[src/logic/bic_map.vh]
`ifndef BIC_MAP_VH
`define BIC_MAP_VH

// ==========================================================================
// Register offsets and field positions
// ==========================================================================
`define BIC_ADDR_W 10
`define BIC_OFS_BIAS 10'h1a4
`define BIC_OFS_STATUS 10'h1a5
// Bias register fields.
`define BIC_BIAS_HS_PU_LSB 0
`define BIC_BIAS_LS_PD_LSB 5
`define BIC_BIAS_HS2_SPU 11
`define BIC_BIAS_HS4_SPU 12
`define BIC_BIAS_RST 13'h0000
// Status register fields.
`define BIC_STAT_UNCHG_LSB 0
`define BIC_STAT_SRC1V_LSB 5
`define BIC_STAT_TIMER_LSB 10

// ==========================================================================
// Driver counts and state codes
// ==========================================================================
`define BIC_NUM_HS 5
`define BIC_NUM_LS_PD 6
`define BIC_NUM_LS 7
`define BIC_ST_WAIT 2'h0
`define BIC_ST_INIT_LOW 2'h1
`define BIC_ST_INIT_HIGH 2'h2
`define BIC_ST_DONE 2'h3

// ==========================================================================
// Source threshold codes (plain defaults, analog trim decides the meaning)
// ==========================================================================
`define BIC_THR_0V5 3'h1
`define BIC_THR_1V0 3'h2

// ==========================================================================
// Timing
// ==========================================================================
`define BIC_CLK_MHZ 20
`define BIC_STEP_NS 670000
`define BIC_END_NS 36000000
// Cycle counts at 20 MHz, sized to the counters that hold them.
`define BIC_STEP_CYC 14'd13400
`define BIC_END_CYC 20'd720000
`define BIC_TMR_FINAL 6'h34
`define BIC_TMR_LAST_RUN 6'h33

`endif

[src/logic/bic_ctrl.v]
`timescale 1ns/1ps
`include "bic_map.vh"

// ==========================================================================
// Bootstrap initialization and bias control
// ==========================================================================
module bic_ctrl #(
    parameter [19:0] END_CYC = `BIC_END_CYC,
    parameter [13:0] STEP_CYC = `BIC_STEP_CYC
) (
    // Clock and reset.
    input wire core_clk_in,
    input wire nrst_in,
    // Register port from the serial interface.
    input wire [`BIC_ADDR_W-1:0] reg_addr_in,
    input wire reg_wr_in,
    input wire reg_rd_in,
    input wire [15:0] reg_wdata_in,
    output reg [15:0] reg_rdata_out,
    // Microcore bias write port.
    input wire uc_wr_in,
    input wire [15:0] uc_wdata_in,
    input wire [10:0] uc_access_in,
    // Supply and strap.
    input wire pump_supply_undervoltage_in,
    input wire debug_strap_pin_in,
    input wire supply_ext_enable_setting_in,
    // Analog comparators per high-side driver.
    input wire [4:0] bs_ready_in,
    input wire [4:0] clamp_active_in,
    input wire [4:0] src_below_thr_in,
    input wire [4:0] highside_on_in,
    // Coupling configuration and low-side activity.
    input wire [4:0] coupling_disable_in,
    input wire [34:0] coupling_share_in,
    input wire [6:0] lowside_on_in,
    // Programmed source thresholds, three bits per driver.
    input wire [14:0] src_thr_prog_in,
    // Drive towards the pre-driver stages.
    output reg [4:0] highside_pullup_enable_out,
    output reg [1:0] highside_strong_pullup_enable_out,
    output reg [5:0] lowside_pulldown_enable_out,
    output reg [4:0] init_current_limit_out,
    output reg [14:0] src_thr_out,
    output reg supply_ext_enable_out,
    output reg [4:0] coupled_lowside_active_out
);

    // ======================================================================
    // Declarations
    // ======================================================================
    reg [12:0] bias_q;
    reg [12:0] bias_d;
    reg [12:0] uc_mask;
    reg strap_q;
    reg [1:0] state_q [0:4];
    reg [4:0] raised_threshold_used_q;
    wire [4:0] in_init;
    wire [4:0] in_high;
    wire [4:0] coupled;
    wire [4:0] finish;
    wire any_init;
    wire supply_ok;
    wire [5:0] timer_field;
    wire timer_expired;
    reg timer_expired_q;
    wire timer_end;
    wire [4:0] capacitor_uncharged_flag;
    wire [12:0] bias_eff;
    wire [15:0] status_word;

    // The undervoltage flag is taken as already synchronous to the core clock; a raw
    // comparator output would need a synchroniser in front of this block.
    assign supply_ok = ~pump_supply_undervoltage_in;
    // The end event is one cycle: the first cycle the timer shows expiry.
    assign timer_end = timer_expired & ~timer_expired_q;

    // ======================================================================
    // Global timer
    // ======================================================================
    // one timer for all drivers
    bic_timer #(
        .END_CYC(END_CYC),
        .STEP_CYC(STEP_CYC)
    ) u_timer (
        .core_clk_in(core_clk_in),
        .nrst_in(nrst_in),
        .run_in(supply_ok),
        .field_out(timer_field),
        .expired_out(timer_expired)
    );

    // Edge tracking for the timer end event.
    always @(posedge core_clk_in) begin
        if (!nrst_in) begin
            timer_expired_q <= 1'b0;
        end else begin
            timer_expired_q <= timer_expired;
        end
    end

    // ======================================================================
    // Debug strap capture
    // ======================================================================
    // The strap follows the pin while reset is held and freezes at release.
    // A strap change after release has no effect until the next reset.
    always @(posedge core_clk_in) begin
        if (!nrst_in) begin
            strap_q <= debug_strap_pin_in;
        end
    end

    // ======================================================================
    // Per-driver initialization state machines
    // ======================================================================
    genvar g;
    generate
        for (g = 0; g < `BIC_NUM_HS; g = g + 1) begin : g_drv
            assign coupled[g] = coupling_disable_in[g] |
                                (|(lowside_on_in & coupling_share_in[g*7 +: 7]));
            assign finish[g] = (bs_ready_in[g] & src_below_thr_in[g]) |
                               (clamp_active_in[g] & src_below_thr_in[g]) |
                               coupled[g] | highside_on_in[g];
            assign in_init[g] = (state_q[g] != `BIC_ST_DONE);
            assign in_high[g] = (state_q[g] == `BIC_ST_INIT_HIGH);
            assign capacitor_uncharged_flag[g] = in_init[g];

            // Termination wins over the threshold raise in the same cycle, so the
            // raised flag only marks drivers that truly needed 1.0 V.
            always @(posedge core_clk_in) begin
                if (!nrst_in) begin
                    state_q[g] <= `BIC_ST_WAIT;
                    raised_threshold_used_q[g] <= 1'b0;
                end else begin
                    case (state_q[g])
                        `BIC_ST_WAIT: begin
                            // No termination is looked at before the pump supply is good,
                            // since the comparators cannot be trusted while it ramps.
                            // enter low-threshold init
                            if (supply_ok) begin
                                state_q[g] <= `BIC_ST_INIT_LOW;
                            end
                        end
                        `BIC_ST_INIT_LOW: begin
                            if (finish[g]) begin
                                state_q[g] <= `BIC_ST_DONE;
                            end else if (timer_end) begin
                                state_q[g] <= `BIC_ST_INIT_HIGH;
                                raised_threshold_used_q[g] <= 1'b1;
                            end
                        end
                        `BIC_ST_INIT_HIGH: begin
                            if (finish[g]) begin
                                state_q[g] <= `BIC_ST_DONE;
                            end
                        end
                        `BIC_ST_DONE: begin
                            // Done is sticky: a later supply dip does not restart this driver.
                            state_q[g] <= `BIC_ST_DONE;
                        end
                        default: begin
                            state_q[g] <= `BIC_ST_WAIT;
                        end
                    endcase
                end
            end
        end
    endgenerate

    assign any_init = |in_init;

    // ======================================================================
    // Bias register writes
    // ======================================================================
    // Each bias bit follows the access right of the output it drives; the
    // strong pull-ups share the right of their own high-side.
    always @* begin
        uc_mask = {uc_access_in[3], uc_access_in[1], uc_access_in[10:0]};
    end

    // Serial writes have full access and win over a microcore write in the same cycle.
    always @* begin
        bias_d = bias_q;
        if (reg_wr_in && reg_addr_in == `BIC_OFS_BIAS) begin
            bias_d = reg_wdata_in[12:0];
        end else if (uc_wr_in) begin
            bias_d = (bias_q & ~uc_mask) | (uc_wdata_in[12:0] & uc_mask);
        end
    end

    // Stored bias configuration.
    always @(posedge core_clk_in) begin
        if (!nrst_in) begin
            bias_q <= `BIC_BIAS_RST;
        end else begin
            bias_q <= bias_d;
        end
    end

    // ======================================================================
    // Effective bias and drive outputs
    // ======================================================================
    // pull-up off while initializing
    // strong pull-ups on HS2 and HS4
    assign bias_eff[4:0] = bias_q[4:0] & ~in_init;
    assign bias_eff[10:5] = any_init ? 6'h3f : bias_q[10:5];
    assign bias_eff[11] = bias_q[`BIC_BIAS_HS2_SPU] & ~in_init[1];
    assign bias_eff[12] = bias_q[`BIC_BIAS_HS4_SPU] & ~in_init[3];

    // All drive outputs are registered so the analog side sees clean levels.
    // The price is one cycle of lag behind every state change, far below any analog time.
    integer k;
    always @(posedge core_clk_in) begin
        if (!nrst_in) begin
            highside_pullup_enable_out <= 5'h00;
            highside_strong_pullup_enable_out <= 2'h0;
            lowside_pulldown_enable_out <= 6'h3f;
            init_current_limit_out <= 5'h1f;
            src_thr_out <= {5{`BIC_THR_0V5}};
            supply_ext_enable_out <= 1'b0;
            coupled_lowside_active_out <= 5'h00;
        end else begin
            highside_pullup_enable_out <= bias_eff[4:0];
            highside_strong_pullup_enable_out <= bias_eff[12:11];
            lowside_pulldown_enable_out <= bias_eff[10:5];
            init_current_limit_out <= in_init;
            supply_ext_enable_out <= (any_init && strap_q) ? 1'b0 :
                                     supply_ext_enable_setting_in;
            coupled_lowside_active_out <= coupled;
            for (k = 0; k < `BIC_NUM_HS; k = k + 1) begin
                if (in_high[k]) begin
                    src_thr_out[k*3 +: 3] <= `BIC_THR_1V0;
                end else if (in_init[k]) begin
                    src_thr_out[k*3 +: 3] <= `BIC_THR_0V5;
                end else begin
                    src_thr_out[k*3 +: 3] <= src_thr_prog_in[k*3 +: 3];
                end
            end
        end
    end

    // ======================================================================
    // Register reads
    // ======================================================================
    // timer field in top bits
    assign status_word = {timer_field, raised_threshold_used_q, capacitor_uncharged_flag};

    // Read data is held until the next read; unmapped offsets read zero.
    // The status offset is read only, so the write decode never names it.
    always @(posedge core_clk_in) begin
        if (!nrst_in) begin
            reg_rdata_out <= 16'h0000;
        end else if (reg_rd_in) begin
            case (reg_addr_in)
                `BIC_OFS_BIAS: begin
                    reg_rdata_out <= {3'h0, bias_eff};
                end
                `BIC_OFS_STATUS: begin
                    reg_rdata_out <= status_word;
                end
                default: begin
                    reg_rdata_out <= 16'h0000;
                end
            endcase
        end
    end

endmodule // bic_ctrl

[src/logic/bic_timer.v]
`timescale 1ns/1ps
`include "bic_map.vh"

// ==========================================================================
// Global bootstrap initialization timer
// ==========================================================================
module bic_timer #(
    parameter [19:0] END_CYC = `BIC_END_CYC,
    parameter [13:0] STEP_CYC = `BIC_STEP_CYC
) (
    // Clock and reset.
    input wire core_clk_in,
    input wire nrst_in,
    // Run while the pump supply is good.
    input wire run_in,
    // Visible field and expiry.
    output reg [5:0] field_out,
    output reg expired_out
);

    reg [19:0] cyc_q;
    reg [13:0] step_q;

    // The timer restarts from zero whenever undervoltage returns, so the field reads zero then.
    // field reads zero under undervoltage
    always @(posedge core_clk_in) begin
        if (!nrst_in || !run_in) begin
            cyc_q <= 20'h00000;
            step_q <= 14'h0000;
            field_out <= 6'h00;
            expired_out <= 1'b0;
        end else if (!expired_out) begin
            cyc_q <= cyc_q + 20'h00001;
            if (step_q == STEP_CYC - 14'h0001) begin
                step_q <= 14'h0000;
                if (field_out != `BIC_TMR_LAST_RUN && field_out != `BIC_TMR_FINAL) begin
                    field_out <= field_out + 6'h01;
                end
            end else begin
                step_q <= step_q + 14'h0001;
            end
            // The end count comes last so it wins over a step in the same cycle.
            // end count reached
            if (cyc_q == END_CYC - 20'h00001) begin
                expired_out <= 1'b1;
                field_out <= `BIC_TMR_FINAL;
            end
        end
    end

endmodule // bic_timer

[config.mk]
export PLATFORM = sky130hd
export DESIGN_NAME = bic_ctrl
export DESIGN_NICKNAME = d
export VERILOG_FILES = /design/src/logic/bic_ctrl.v /design/src/logic/bic_timer.v
export VERILOG_INCLUDE_DIRS = /design/src /design/src/logic
export SDC_FILE = /design/constraint.sdc
export NUM_CORES = 1
export LEC_CHECK = 0
export ABC_CLOCK_PERIOD_IN_PS = 5290
export BUFFER_PORTS_ARGS = -buffer_cell sky130_fd_sc_hd__buf_4
export CORE_UTILIZATION = 35
export DETAILED_ROUTE_END_ITERATION = 8
export MAX_ROUTING_LAYER = met4
export PLACE_DENSITY_LB_ADDON = 0.3
export SLEW_MARGIN = 20
export SYNTH_ARGS = -nofsm -noshare
export SYNTH_HDL_FRONTEND = slang
export SYNTH_SLANG_ARGS = --single-unit
[constraint.sdc]
create_clock -name core_clk_in -period 5.29 [get_ports core_clk_in]
set_clock_uncertainty 0.15 [all_clocks]
set_input_delay 0.529 -clock core_clk_in [delete_from_list [all_inputs] [get_ports core_clk_in]]
set_output_delay 0.529 -clock core_clk_in [all_outputs]
set_load 0.1 [all_outputs]
## After elaboration in Yosys (flattened, before gate mapping)

Memory sizes are Yosys's and may differ from the RTL's.
Index checks and enable logic that the tools add are counted.

| word-level totals | value |
|---|---|
| register bits | 116 |
| memory bits (writable) | 10 |
| bits of input ports | 143 |
| logic and storage cells | 298 |
| memories kept | 1 |

| cells by class | value |
|---|---|
| $add $sub $neg | 3 |
| equality and inequality tests | 26 |
| mux-type cells | 133 |
| bitwise operators | 79 |
| reductions and logical operators | 31 |

Memories:

| name | words | width | read ports | clocked after Yosys merged registers in | wr ports | RTL line | source |
|---|---|---|---|---|---|---|---|
| state_q | 5 | 2 | 5 | 0 | 5 | bic_ctrl.v:56 | `reg [1:0] state_q [0:4];` |

Operators by type and width:

| kind | count |
|---|---|
| $mux W1 | 90 |
| $mux W2 | 35 |
| $or A1 B1 Y1 | 45 |
| $and A7 B7 Y7 | 5 |
| $reduce_or A7 Y1 | 5 |
| $pmux W16 S2 | 1 |
| $and A13 B13 Y13 | 2 |
| $mux W13 | 2 |
| $mux W6 | 4 |
| $add A20 B1 Y20 const B | 1 |
| $eq A10 B9 Y1 const B | 2 |
| $eq A2 B2 Y1 const B | 10 |
| $eq A20 B20 Y1 const B | 1 |
| $reduce_and A3 Y1 | 6 |
| $reduce_or A3 Y1 | 5 |
| $add A14 B1 Y14 const B | 1 |
| $eq A14 B14 Y1 const B | 1 |
| $mux W14 | 1 |
| $and A1 B1 Y1 | 13 |
| $not A13 Y13 | 1 |
| $or A13 B13 Y13 | 1 |
| $ne A6 B6 Y1 const B | 2 |
| $eq A2 B1 Y1 const B | 5 |
| $logic_not A2 Y1 | 5 |
| 11 further kinds | 28 |

## Longest topological paths before layout

| depth | value |
|---|---|
| depth after elaboration | 13 |
| depth in mapped cells | 7 |
| mapped depth without buffers | 6 |

## Cells and area by module

From an unflattened synthesis, not the netlist that was laid out.

| second synthesis, totals | value |
|---|---|
| cells, all modules | 636 |
| area total of the unflattened synthesis | 5743.0 um2 |

By module, submodules not included:

| module | times used | cells an instance | area each (um2) | seq. area each (um2) |
|---|---|---|---|---|
| bic_ctrl | 1 | 414 | 3744.8 | 1811.7 |
| bic_timer | 1 | 222 | 1998.2 | 820.8 |

## Worst setup path before layout

No wires, ideal clock.

| timing path | value |
|---|---|
| kind | register -> register |
| from | register u_timer.step_q[3] |
| to | register u_timer.field_out[3] |
| setup time | 0.116 ns |
| data arrival time | 2.044 ns |
| slack | 2.979 ns |
| stages on the path, launching flop included | 6 |
| path buffers | 1 |
| cell sequence | dfxtp_1 > or4b_1 > or4_4 > buf_6 > o31a_2 > o211a_1 |

| on the way | value |
|---|---|
| longest elaborated chain between the ends | 3 |

RTL lines:

| what | RTL line | source |
|---|---|---|
| start, declared | bic_timer.v:22 | `reg [13:0] step_q;` |
| start signal, assigned | bic_timer.v:40 | `step_q <= step_q + 14'h0001;` |
| $eq A14 B14 Y1 | bic_timer.v:34 | `if (step_q == STEP_CYC - 14'h0001) begin` |
| $reduce_bool A2 Y1 (no source line) | n/a |  |
| $reduce_and A3 Y1 (no source line) | n/a |  |
| end signal, assigned | bic_timer.v:37 | `field_out <= field_out + 6'h01;` |
| end signal, assigned | bic_timer.v:46 | `` field_out <= `BIC_TMR_FINAL; `` |
| end, declared | bic_timer.v:17 | `output reg [5:0] field_out,` |

No other way between the ends.
A chain may end at the register's enable or synchronous reset.

==> metrics.yaml <==
synth_top_area_cell: "dfxtp_1"
max_stage_delay_ps: 890
drc: 0
clockBufferDepth: 2
worstPathMaxFanout: 60
netlist_area_mm2: 0.005728
path_buf_inv: 2
avgSynthCellArea_um2: 8.772
nNetsFinal: 975
synthToLayoutAreaGrowth_pct: 37.51
crit_type: "in -> reg"
cts-htree-levels: 4
critPathArrivalTime_ps: 2820
crit_family: "buffers and inverters"
row_count: 46
finalCritPeriodShare_pct: 49.41
cts_tree: "done"
ys_top_cells_by_count: "115 x dfxtp_1, 67 x nand2_1, 54 x nor2_1"
place_ws_ps: 2303
synth_area_leaders: "dfxtp_1 40%, edfxtp_1 5.8%, nand2_1 4.4%"
crit_slowest_cell: "clkinv_1"
coreArea_mm2: 0.01594
die_h_um: 129.9
setup_viol: 0
insertedDiodeCount: 0
worstSetupStartpointType: "input pin"
crit_path_end_kind: "flip-flop"
setup-tns-final_ps: 0
cts_sinks: 126
synth-edff-count: 11
drv_cap: 0
syn_inst: 653
synth_warnings: 0
synth_cell_type_count: 54
fin_ws_ps: 2676
placed_cell_area_mm2: 0.007292
async_reset_ff_share_pct: 0
cts_buffers: 17
cts.reportedPaths.clkPinSlew_ps: 50
layout-drive-gt1-share_pct: 27.11
final_area_mm2: 0.007876
grt_first_pass_wirelength_um: 24040
cellLeakagePower_nw: 3.125
seq_area_frac_synth_pct: 45.96
rsz0062_at_grt: "no"
max-vdd-ir-drop_uv: 255.8
finalPower_mw: 2.536
synthFlopType: "dfxtp_1"
finalWirelength_um: 15840
wl_per_cell_um: 14.99
overflow: 0
dieArea_mm2: 0.01688
ioPinCount: 198
root_buffer: "clkbuf_16"
die_x_um: 129.9
vias: 5416
powerDensity_mw_per_mm2: 322.0
worst_pin_slew_ps: 978.4
clock.fmax_mhz: 382.6
synth_top_area_share_pct: 40.19
ant_nets: 0
firstDrtPassIters: 5
numPortBuffers: 191
crit_required_ps: 5490
ctsHoldBuffers: 0
yosys.cell_count.top_type: "dfxtp_1"
grt_pass1_vias: 4776
cts_resized: 0
outcome: "complete, no violations"
worstPathCellList: "buf_4 > clkinv_1 > nor2_1 > a221o_1"
via_per_inst: 5.124
slew_viol_final: 0
synth-seq-cells: 126
synth_nets: 800
start_util_pct: 35.93
maxSlewHeadroom_pct: 34.78
grt_util_all_layers_pct: 19.11
grt_max_degree: 61
place_congestion: 0.8352
dpl.hpwl_um: 11690
period_needed_ps: 2614
drt_iter0_markers: 363
clock_latency_ps: 410
antenna_found_initial: 0
hold_path.class: "in -> reg"
post_cts_buffers: 0
hold_viol_final: 0
## kinds of logic (layout without fill, tap and decap cells)
kind of cell | count (synthesis) | count (layout) | synth area share [%]
flip-flops | 126 | 126 | 45.96
multiplexers | 15 | 15 | 2.621
AO/OA/AOI/OAI | 135 | 135 | 15.99
buffers and inverters | 54 | 242 | 3.691
XOR/XNOR | 21 | 21 | 3.211
AND/OR/NAND/NOR | 298 | 298 | 27.65
adder cells (fa/ha/maj) | 4 | 4 | 0.8738
## through the flow
stage,hold WS [ps],instances,util [%]
finish,143.6,1057,49.40
global route,128.9,1057,49.40
CTS,130.4,1057,49.40
detailed placement,315.9,1025,45.74
global placement,307.0,1025,45.74
floorplan,273.2,653,-
## final timing paths
| kind | cells after the start | slack [ps] | end | start |
|---|---|---|---|---|
| worst max-delay path | 4 | 2680 | reg_rdata_out[9]$_SDFFE_PN0P_ | nrst_in |
| worst min-delay path | 1 | 140 | strap_q$_DFFE_PN_ | debug_strap_pin_in |
| worst max register to register | 4 | 2860 | u_timer.field_out[5]$_SDFFE_PP0P_ | u_timer.step_q[3]$_SDFFE_PP0N_ |
| worst min register to register | 2 | 320 | reg_rdata_out[13]$_SDFFE_PN0P_ | reg_rdata_out[13]$_SDFFE_PN0P_ |
## layer usage
layer | global-route usage [%] | share of wire [%] | vias up
met4 | 7.798 | 1.8 | 0
met3 | 3.690 | 4.9 | 22
met2 | 30.23 | 48 | 145
met5 | - | 0 | -
li1 | - | - | 2758
met1 | 23.92 | 46 | 2491
## final cells by class
cell class / instances / area [µm²]
Clock buffer: 26 / 529.3
Clock inverter: 6 / 55.05
Fill cell: 1536 / 8066
Inverter: 19 / 71.32
Multi-Input combinational cell: 473 / 2884
Sequential cell: 126 / 2633
Tap cell: 216 / 270.3
Timing Repair Buffer: 191 / 1434
## cells in the final DEF, fill, tap and decap left out, drive strengths merged, types with 6 or more instances in the layout
| cell | instances |
|---|---|
| a21oi | 27 |
| a221o | 6 |
| a22oi | 15 |
| a31oi | 8 |
| and3 | 11 |
| buf | 191 |
| clkbuf | 26 |
| clkinv | 6 |
| dfxtp | 115 |
| edfxtp | 11 |
| inv | 18 |
| mux2i | 15 |
| nand2 | 67 |
| nand2b | 24 |
| nand3 | 19 |
| nand4 | 20 |
| nor2 | 54 |
| nor2b | 10 |
| nor3 | 17 |
| nor3b | 6 |
| nor4 | 33 |
| o21a | 6 |
| o21ai | 23 |
| o31ai | 23 |
| or3 | 8 |
| or4 | 6 |
| xnor2 | 14 |
| xor2 | 7 |
## power by group
group	total (mW)	internal, mW	switching (mW)
sequential	1.04	1.00	0.0377
clock	1.13	0.729	0.400
combinational	0.366	0.131	0.235
(Power assumes the default switching activity.)
